==> src/common/iex_pkg.sv <==
// package: constants, opcodes and carriers for the instruction execution subset
`default_nettype none
package iex_pkg;
	localparam int          PC_W        = 13;
	localparam int          IW_W        = 14;
	localparam int          FA_W        = 7;
	localparam logic [12:0] IRQ_VECTOR  = 13'h0004;
	localparam logic [12:0] PC_RESET    = 13'h0000;
	localparam logic [7:0]  DATA_RESET  = 8'h00;
	localparam logic [7:0]  WD_CNT_RESET = 8'h00;
	localparam logic [7:0]  PRE_RESET   = 8'h00;
	// opcode patterns of the 14-bit word
	localparam logic [2:0]  OP_CALL     = 3'h4;
	localparam logic [13:0] OP_KICK     = 14'h0064;
	localparam logic [13:0] OP_ACLR     = 14'h0100;
	localparam logic [6:0]  OP_FCLR     = 7'h03;
	localparam logic [5:0]  OP_FINV     = 6'h09;
	localparam logic [5:0]  OP_FDEC     = 6'h03;
	localparam int          DEST_BIT    = 7;
	localparam int          LATCH_LO    = 3;
	localparam int          LATCH_HI    = 4;

	typedef struct packed {
		logic       we;
		logic [6:0] addr;
		logic [7:0] data;
	} iex_fwr_t;

	typedef struct packed {
		logic expiry;
		logic sleep_entry;
		logic null_res;
	} iex_stat_t;

	// expiry and sleep-entry come up set, the null flag clear
	localparam iex_stat_t   STAT_RESET  = '{expiry: 1'b1, sleep_entry: 1'b1, null_res: 1'b0};
endpackage
`default_nettype wire

==> src/rtl/iex_core.sv <==
// execution core for call, watchdog kick, clear, complement, decrement, wake vector
`timescale 1ns/10ps
`default_nettype none
module iex_core #(
	parameter int STACK_D = 8
) (
	input  wire logic                 sys_clk_i,
	input  wire logic                 nrst_i,
	input  wire logic [13:0]          instr_i,
	input  wire logic                 instr_valid_i,
	input  wire logic [7:0]           file_rdata_i,
	input  wire logic [7:0]           pc_upper_latch_i,
	input  wire logic                 global_irq_enable_i,
	input  wire logic                 sleeping_i,
	input  wire logic                 irq_wake_i,
	input  wire logic                 wdt_wake_i,
	output logic [12:0]               pc_o,
	output logic [12:0]               stack_top_o,
	output logic [7:0]                accum_o,
	output iex_pkg::iex_fwr_t         file_wr_o,
	output iex_pkg::iex_stat_t        status_o,
	output logic [7:0]                watchdog_counter_o,
	output logic [7:0]                wdt_prescaler_o,
	output logic                      busy_o,
	output logic                      wake_irq_flag_o,
	output logic                      wake_wdt_flag_o
);
	////////////////////////////////////////////////////////////////////////
	// register state, one always_comb and one always_ff per register group; the stack body has its own always_ff
	localparam int SP_W = $clog2(STACK_D);

	typedef enum logic {IEX_RUN, IEX_SECOND} iex_state_t;
	iex_state_t         state;
	iex_state_t         next_state;
	logic               busy;
	logic               next_busy;

	logic [12:0]        pc;
	logic [12:0]        next_pc;
	logic [12:0]        stk_top;
	logic [12:0]        next_stk_top;
	logic [SP_W-1:0]    sp;
	logic [SP_W-1:0]    next_sp;
	logic               push;
	// return addresses; overflow wraps and silently overwrites the oldest entry
	logic [12:0]        stack [STACK_D];

	logic [7:0]         accum;
	logic [7:0]         next_accum;
	iex_pkg::iex_fwr_t  fwr;
	iex_pkg::iex_fwr_t  next_fwr;
	iex_pkg::iex_stat_t stat;
	iex_pkg::iex_stat_t next_stat;

	logic [7:0]         wd_cnt;
	logic [7:0]         next_wd_cnt;
	logic [7:0]         wd_pre;
	logic [7:0]         next_wd_pre;

	logic               wirq;
	logic               next_wirq;
	logic               wwd;
	logic               next_wwd;

	// decoded view of the word presented this cycle
	logic               take;
	logic               is_call;
	logic               is_kick;
	logic               is_aclr;
	logic               is_fclr;
	logic               is_finv;
	logic               is_fdec;
	logic               is_arith;
	logic               dest_file;
	logic [7:0]         result;
	logic               res_zero;
	logic [12:0]        pc_inc;
	logic               wake_vec;

	////////////////////////////////////////////////////////////////////////
	// a word counts only while awake and outside the second cycle of a call
	always_comb begin
		take      = 1'b0;
		is_call   = 1'b0;
		is_kick   = 1'b0;
		is_aclr   = 1'b0;
		is_fclr   = 1'b0;
		is_finv   = 1'b0;
		is_fdec   = 1'b0;
		is_arith  = 1'b0;
		dest_file = 1'b0;
		result    = iex_pkg::DATA_RESET;
		res_zero  = 1'b0;
		pc_inc    = pc;
		wake_vec  = 1'b0;
		if (state == IEX_RUN && !sleeping_i && instr_valid_i) begin
			take = 1'b1;
		end
		if (take) begin
			if (instr_i[13:11] == iex_pkg::OP_CALL) begin
				is_call = 1'b1;
			end else if (instr_i == iex_pkg::OP_KICK) begin
				is_kick = 1'b1;
			end else if (instr_i == iex_pkg::OP_ACLR) begin
				is_aclr = 1'b1;
			end else if (instr_i[13:7] == iex_pkg::OP_FCLR) begin
				is_fclr = 1'b1;
			end else if (instr_i[13:8] == iex_pkg::OP_FINV) begin
				is_finv = 1'b1;
			end else if (instr_i[13:8] == iex_pkg::OP_FDEC) begin
				is_fdec = 1'b1;
			end
		end
		is_arith  = is_finv | is_fdec;
		dest_file = instr_i[iex_pkg::DEST_BIT];
		pc_inc    = pc + 13'h0001;
		wake_vec  = (state == IEX_RUN) && sleeping_i && irq_wake_i && global_irq_enable_i;
		case ({is_finv, is_fdec})
		2'b10: result = ~file_rdata_i;
		2'b01: result = file_rdata_i - 8'h01;
		default: result = iex_pkg::DATA_RESET;
		endcase
		res_zero = (result == 8'h00);
	end

	////////////////////////////////////////////////////////////////////////
	// sequencing: a call holds the core for one dead cycle
	always_comb begin
		next_state = state;
		case (state)
		IEX_RUN: begin
			if (is_call) begin
				next_state = IEX_SECOND;
			end
		end
		IEX_SECOND: begin
			// the word fetched here is discarded
			next_state = IEX_RUN;
		end
		default: begin
			next_state = IEX_RUN;
		end
		endcase
		next_busy = (next_state == IEX_SECOND);
	end

	always_ff @(posedge sys_clk_i or negedge nrst_i) begin
		if (!nrst_i) begin
			state <= IEX_RUN;
			busy  <= 1'b0;
		end else begin
			state <= next_state;
			busy  <= next_busy;
		end
	end

	////////////////////////////////////////////////////////////////////////
	// program counter and return stack
	always_comb begin
		next_pc      = pc;
		next_sp      = sp;
		next_stk_top = stk_top;
		push         = 1'b0;
		if (wake_vec) begin
			next_pc = iex_pkg::IRQ_VECTOR;
		end else if (is_call) begin
			push         = 1'b1;
			next_stk_top = pc_inc;
			next_sp      = sp + {{(SP_W-1){1'b0}}, 1'b1};
			next_pc      = {pc_upper_latch_i[iex_pkg::LATCH_HI:iex_pkg::LATCH_LO],
				instr_i[10:0]};
		end else if (take) begin
			next_pc = pc_inc;
		end
	end

	always_ff @(posedge sys_clk_i or negedge nrst_i) begin
		if (!nrst_i) begin
			pc      <= iex_pkg::PC_RESET;
			sp      <= '0;
			stk_top <= iex_pkg::PC_RESET;
		end else begin
			pc      <= next_pc;
			sp      <= next_sp;
			stk_top <= next_stk_top;
		end
	end

	// stack body has no reset; only pushed slots hold meaning
	always_ff @(posedge sys_clk_i) begin
		if (push) begin
			stack[sp] <= pc_inc;
		end
	end

	////////////////////////////////////////////////////////////////////////
	// accumulator, file write port and status
	always_comb begin
		next_accum = accum;
		next_fwr   = '{we: 1'b0, addr: instr_i[6:0], data: iex_pkg::DATA_RESET};
		next_stat  = stat;
		if (is_kick) begin
			next_stat.expiry      = 1'b1;
			next_stat.sleep_entry = 1'b1;
		end
		if (is_aclr) begin
			next_accum         = iex_pkg::DATA_RESET;
			next_stat.null_res = 1'b1;
		end
		if (is_fclr) begin
			next_fwr.we        = 1'b1;
			next_fwr.data      = iex_pkg::DATA_RESET;
			next_stat.null_res = 1'b1;
		end
		if (is_arith) begin
			next_stat.null_res = res_zero;
			if (dest_file) begin
				next_fwr.we   = 1'b1;
				next_fwr.data = result;
			end else begin
				next_accum = result;
			end
		end
	end

	always_ff @(posedge sys_clk_i or negedge nrst_i) begin
		if (!nrst_i) begin
			accum <= iex_pkg::DATA_RESET;
			fwr   <= '0;
			stat  <= iex_pkg::STAT_RESET;
		end else begin
			accum <= next_accum;
			fwr   <= next_fwr;
			stat  <= next_stat;
		end
	end

	////////////////////////////////////////////////////////////////////////
	// watchdog: the prescaler runs every cycle, the counter steps on its wrap
	always_comb begin
		next_wd_pre = wd_pre + 8'h01;
		next_wd_cnt = wd_cnt;
		if (&wd_pre) begin
			next_wd_cnt = wd_cnt + 8'h01;
		end
		if (is_kick) begin
			next_wd_cnt = iex_pkg::WD_CNT_RESET;
			next_wd_pre = iex_pkg::PRE_RESET;
		end
	end

	always_ff @(posedge sys_clk_i or negedge nrst_i) begin
		if (!nrst_i) begin
			wd_cnt <= iex_pkg::WD_CNT_RESET;
			wd_pre <= iex_pkg::PRE_RESET;
		end else begin
			wd_cnt <= next_wd_cnt;
			wd_pre <= next_wd_pre;
		end
	end

	////////////////////////////////////////////////////////////////////////
	// wake causes are sticky until reset, so software can always see why
	always_comb begin
		next_wirq = wirq;
		next_wwd  = wwd;
		if (sleeping_i) begin
			next_wirq = wirq | irq_wake_i;
			next_wwd  = wwd | wdt_wake_i;
		end
	end

	always_ff @(posedge sys_clk_i or negedge nrst_i) begin
		if (!nrst_i) begin
			wirq <= 1'b0;
			wwd  <= 1'b0;
		end else begin
			wirq <= next_wirq;
			wwd  <= next_wwd;
		end
	end

	////////////////////////////////////////////////////////////////////////
	// every output is a register
	assign pc_o               = pc;
	assign stack_top_o        = stk_top;
	assign accum_o            = accum;
	assign file_wr_o          = fwr;
	assign status_o           = stat;
	assign watchdog_counter_o = wd_cnt;
	assign wdt_prescaler_o    = wd_pre;
	assign busy_o             = busy;
	assign wake_irq_flag_o    = wirq;
	assign wake_wdt_flag_o    = wwd;
endmodule
`default_nettype wire

==> config.mk <==
export PLATFORM = sky130hd
export DESIGN_NAME = iex_core
export DESIGN_NICKNAME = d
export VERILOG_FILES = /design/src/common/iex_pkg.sv /design/src/rtl/iex_core.sv
export SDC_FILE = /design/constraint.sdc
export NUM_CORES = 1
export LEC_CHECK = 0
export ABC_AREA = 1
export BUFFER_PORTS_ARGS = -buffer_cell sky130_fd_sc_hd__buf_4
export CAP_MARGIN = 5
export CORE_MARGIN = 2
export CORE_UTILIZATION = 56
export CTS_CLUSTER_SIZE = 25
export DETAILED_ROUTE_END_ITERATION = 10
export PLACE_DENSITY = 0.86
export SYNTH_ARGS = -nofsm -noshare
export SYNTH_HDL_FRONTEND = slang
export SYNTH_SLANG_ARGS = --single-unit
==> constraint.sdc <==
create_clock -name sys_clk_i -period 4 [get_ports sys_clk_i]
set_input_delay 0.4 -clock sys_clk_i [delete_from_list [all_inputs] [get_ports sys_clk_i]]
set_output_delay 0.4 -clock sys_clk_i [all_outputs]
set_load 0.01 [all_outputs]
# == Word level (Yosys, flattened, before mapping) ==
# Cells that the tools add are included.
# classes
muxes,48
n_bitwise,6
add_sub_neg,4
reduce_logical,12
eq_ne,8
# ops
op,count
two-way mux 8 bit,8
two-way mux 13 bit,3
two-way mux 1 bit,35
adder 8 x 1 -> 8 bit (second input constant),2
case mux 8 bit (2 select lines),1
== test 14 x 7 -> 1 bit (second input constant),1
== test 14 x 9 -> 1 bit (second input constant),1
adder 13 x 1 -> 13 bit (second input constant),1
zero test 8 bit,1
inverter 8 bit,1
AND reduction 8 bit,1
subtractor 8 x 1 -> 8 bit (second input constant),1
== test 7 x 2 -> 1 bit (second input constant),1
== test 6 x 2 -> 1 bit (second input constant),1
== test 6 x 4 -> 1 bit (second input constant),1
nonzero test 3 bit,2
logical AND 1 bit,5
== test 3 bit (second input constant),1
bitwise OR 1 bit,3
== test 2 x 1 -> 1 bit (second input constant),1
== test 2 bit (second input constant),1
inverter 1 bit,2
case mux 1 bit (2 select lines),1
AND reduction 2 bit,1
2 further kinds,2
# word_totals
in_bits,37
output_inout_bits,72
register_bits,70
elab_cells,90

# == Longest topological paths before layout ==
# logic_depth
depth_word,12
ltp_mapped,17
ltp_nobuf,17

# == Worst setup path after synthesis ==
# Ideal clock, no wire load.
# synth_timing
kind,register to register
from,register busy_o (netlist name)
to,"register stat, in the netlist status_o[0]"
path_buffers,0
required_time_ns,3.883
slack_ns,1.861
setup_ns,0.117
period_less_slack_ns,2.139
path_stages_with_launch,15
arrival_ns,2.022
cell_sequence,dfrtp_1 > inv_1 > nand3_2 > nor2_2 > and3_1 > inv_1 > ha_1 > inv_1 > o21ai_1 > a21oi_1 > nand2_1 > nand2_1 > nor2_1 > nand3_1 > nand2_1
# synth_lines
element,line,text
"end signal, assigned",iex_core.sv:230,stat <= iex_pkg::STAT_RESET;
"end signal, assigned",iex_core.sv:234,stat <= next_stat;
"end, declared",iex_core.sv:52,iex_pkg::iex_stat_t stat;

==> metrics <==
min Tclk post-route 2.54 ns; Setup crit start busy_o$_DFF_PN0_; skew final 0.00861 ns; setup_tns 0 ns; initial antenna violation count 0; CTS Sinks 70; root buf cell clkbuf_8; post-synth cell types 37; r2r setup slk 1.46 ns; hpwl dp 6900 µm; Skew-Pair Late Insertion Delay 0.35 ns; #FFs+latches synth 70; Min Hold Slack 0.159 ns; area of the multi-input gates around 1600 µm²; Total GRT Usage 0.270; cell row count 29; Layout Cells excl Fill 640; Initial Utilization 0.575; htree depth 3; Crit Reg-Reg Startpoint busy_o$_DFF_PN0_; max-slew violations 0; DRC 0; RePlAce Congestion 0.837; CP Buf/Inv Count 2; synthesized area per cell ~8 µm²; WP data arrival 2.82 ns; Worst Setup EP status_o[0]$_DFFE_PN0P_; Routed Antenna Nets 0; final count of negative-setup-slack endpoints 0; Top cell by count, worst path nand2_1; Cells after Synth 456; Final Hold Viols 0; Diodes inserted 0; Seq/Total Area, Yosys 0.482; Slew headroom 0.428; Placed Cells between 600 and 700; Startpoint Class flop; DR WL/cell 14.4 µm; Critical Path Stages 12; post-CTS setup buffer count 0; first-pass iteration count of the detailed router 4; worst reg2reg path depth 12; Setup WS post-layout 1.46 ns; GR Overflow Total 0; dpl ws 1.43 ns; Worst path top cell family by delay simple AND/OR/NAND/NOR gates; maximum root-to-sink buffer count 2; core footprint 6310 µm²; CTS Buf Count 9; vias per cell between 5 and 6; layout cells sized above 1 0.247; maximum vdd ir drop approximately 0.00031 V; # resized after CTS 0; WP data required between 4 and 5 ns; hold-fix buffer count after cts 0; Die H approximately 85 µm; first-pass GRT wire length 15400 µm; via count 3393; Mapped Area 3630 µm²; YS warnings 0; terminus of the critical flop-to-flop path status_o[0]$_DFFE_PN0P_; Die X 84.5 µm; Worst Max-Slew Pin Slew 0.858 ns; I/O Pins 109; slowest CP cell inv_1; Worst-path clk slew 0.07 ns; max incr delay on CP about 0.4 ns; Static Leak between 0.002 and 0.0025 µW; status finished, final reports clean; Max-cap violations 0; Critical Path End Type flop; vias in the first global route 3406; CTS tree built; worst min path class input pin to asynchronous set/reset pin; Final Net Count 603; P&R area growth vs syn 27.0%; full die area just over 7000 µm²; critical path type flop to flop; CP cell instances inv_1, nand3_2, inv_1, nand2_1, ha_1, o21ai_1, a21oi_1, nand2_1, nand2_1, nor2_1, nand3_1, nand2_1; RSZ-0062 raised after global routing no; CP Max Fanout 14; storage element area about 1800 µm²; Pwr per Cell Area 397 nW/µm²; Tot Pwr 1830 µW; final period utilization 0.635; Fmax achieved 394 MHz; largest net degree at the start of global routing 71; Detailed Route WL 9220 µm; initial detailed-routing violation count between 100 and 150; I/O Buffers 100; Fill cells 489
## cells by family after synthesis
| family | synth area share |
|---|---|
| AND/OR/NAND/NOR | 0.305 |
| buffers and inverters | 0.0834 |
| flip-flops | 0.482 |
| AO/OA/AOI/OAI | 0.0923 |
| adder cells (fa/ha/maj) | 0.0241 |
| XOR/XNOR | 0.0121 |
| other | 0.00103 |
## routing by layer
layer,part of all wire,up-vias,GRT usage
li1,-,1676,-
met1,0.41,1593,0.323
met2,0.52,108,0.475
met3,0.057,16,0.0482
met4,0.018,0,0.123
met5,0,-,0
## layout make-up
cell class              count  share of cell area
clock buffers               9              0.0269
clock inverters             6              0.0138
inverters                  65              0.0529
multi-input cells         313               0.343
flip-flops and latches     70               0.380
well taps                  77              0.0209
repair buffers            100               0.163
## worst min-delay path by stage
stage | start | to | slack, ns | cells after the start
floorplan | nrst_i | accum_o[0]$_DFF_PN0_ | 0.10 | 0
global placement | wake_irq_flag_o$_DFFE_PN0P_ | wake_irq_flag_o$_DFFE_PN0P_ | 0.45 | 1
detailed placement | wake_wdt_flag_o$_DFFE_PN0P_ | wake_wdt_flag_o$_DFFE_PN0P_ | 0.46 | 1
CTS | instr_i[4] | file_wr_o[12]$_DFF_PN0_ | 0.17 | 1
global route | instr_i[2] | file_wr_o[10]$_DFF_PN0_ | 0.17 | 1
finish | nrst_i | stack_top_o[9]$_DFFE_PN0P_ | 0.16 | 1
## synth_stat cells, drive strengths merged
master,count,area share
nor3,14,0.027
nand3b,4,0.0083
a21oi,13,0.018
ha,7,0.024
or2,4,0.0076
o22ai,1,0.0017
nand2,105,0.11
clkbuf,3,0.0034
nand3,41,0.063
nand4,7,0.012
conb,1,0.0010
a31oi,5,0.0086
xor2,5,0.012
buf,6,0.013
inv,65,0.067
a21o,2,0.0041
dfrtp,70,0.48
o211ai,3,0.0062
o21ai,39,0.054
and3,1,0.0017
nor4,4,0.0069
nor2,56,0.068
## placed cells by master, fill, tap and decap left out, types with 2 or more instances in the layout
cell type / instances
clkinv_2: 2
or2_2: 3
o21ai_1: 6
inv_1: 59
nor4_1: 4
nand3_2: 2
nor3_1: 10
nor2_1: 51
nor2_2: 2
a21oi_1: 13
nand3_1: 38
nand4_1: 7
ha_1: 7
nand2_1: 103
dfrtp_1: 70
clkinvlp_4: 2
a21o_1: 2
nand3b_1: 4
inv_2: 6
o211ai_1: 3
nor3_2: 3
clkbuf_8: 9
buf_4: 100
xor2_1: 5
a31oi_1: 5
nor2_4: 2
o21ai_0: 33
conb_1: 2
## through the flow
| stage | util | cell area [µm²] |
|---|---|---|
| final | 0.730 | 4610 |
| after CTS | 0.730 | 4610 |
| after global routing | 0.730 | 4610 |
| after global placement | 0.701 | 4420 |
| after detailed placement | 0.701 | 4420 |
| after floorplan | - | 3640 |
## power by group
group / leakage, µW / internal [µW] / total (µW) / switching, µW
Sequential: 0.000894 / 790 / 863 / 72.8
Clock: 0.0000911 / 283 / 555 / 272
Combinational: 0.00146 / 191 / 415 / 224
Total: 0.00244 / 1260 / 1830 / 568
## registers in the layout (all words and copies together), names as in the netlist
| register | cells |
|---|---|
| wake_wdt_flag_o | 1 |
| pc_o | 13 |
| wake_irq_flag_o | 1 |
| watchdog_counter_o | 8 |
| wdt_prescaler_o | 8 |
| accum_o | 8 |
| stack_top_o | 13 |
| status_o | 1 |
| busy_o | 1 |
| file_wr_o | 16 |
Note: power is estimated with default switching activity, not from simulation.
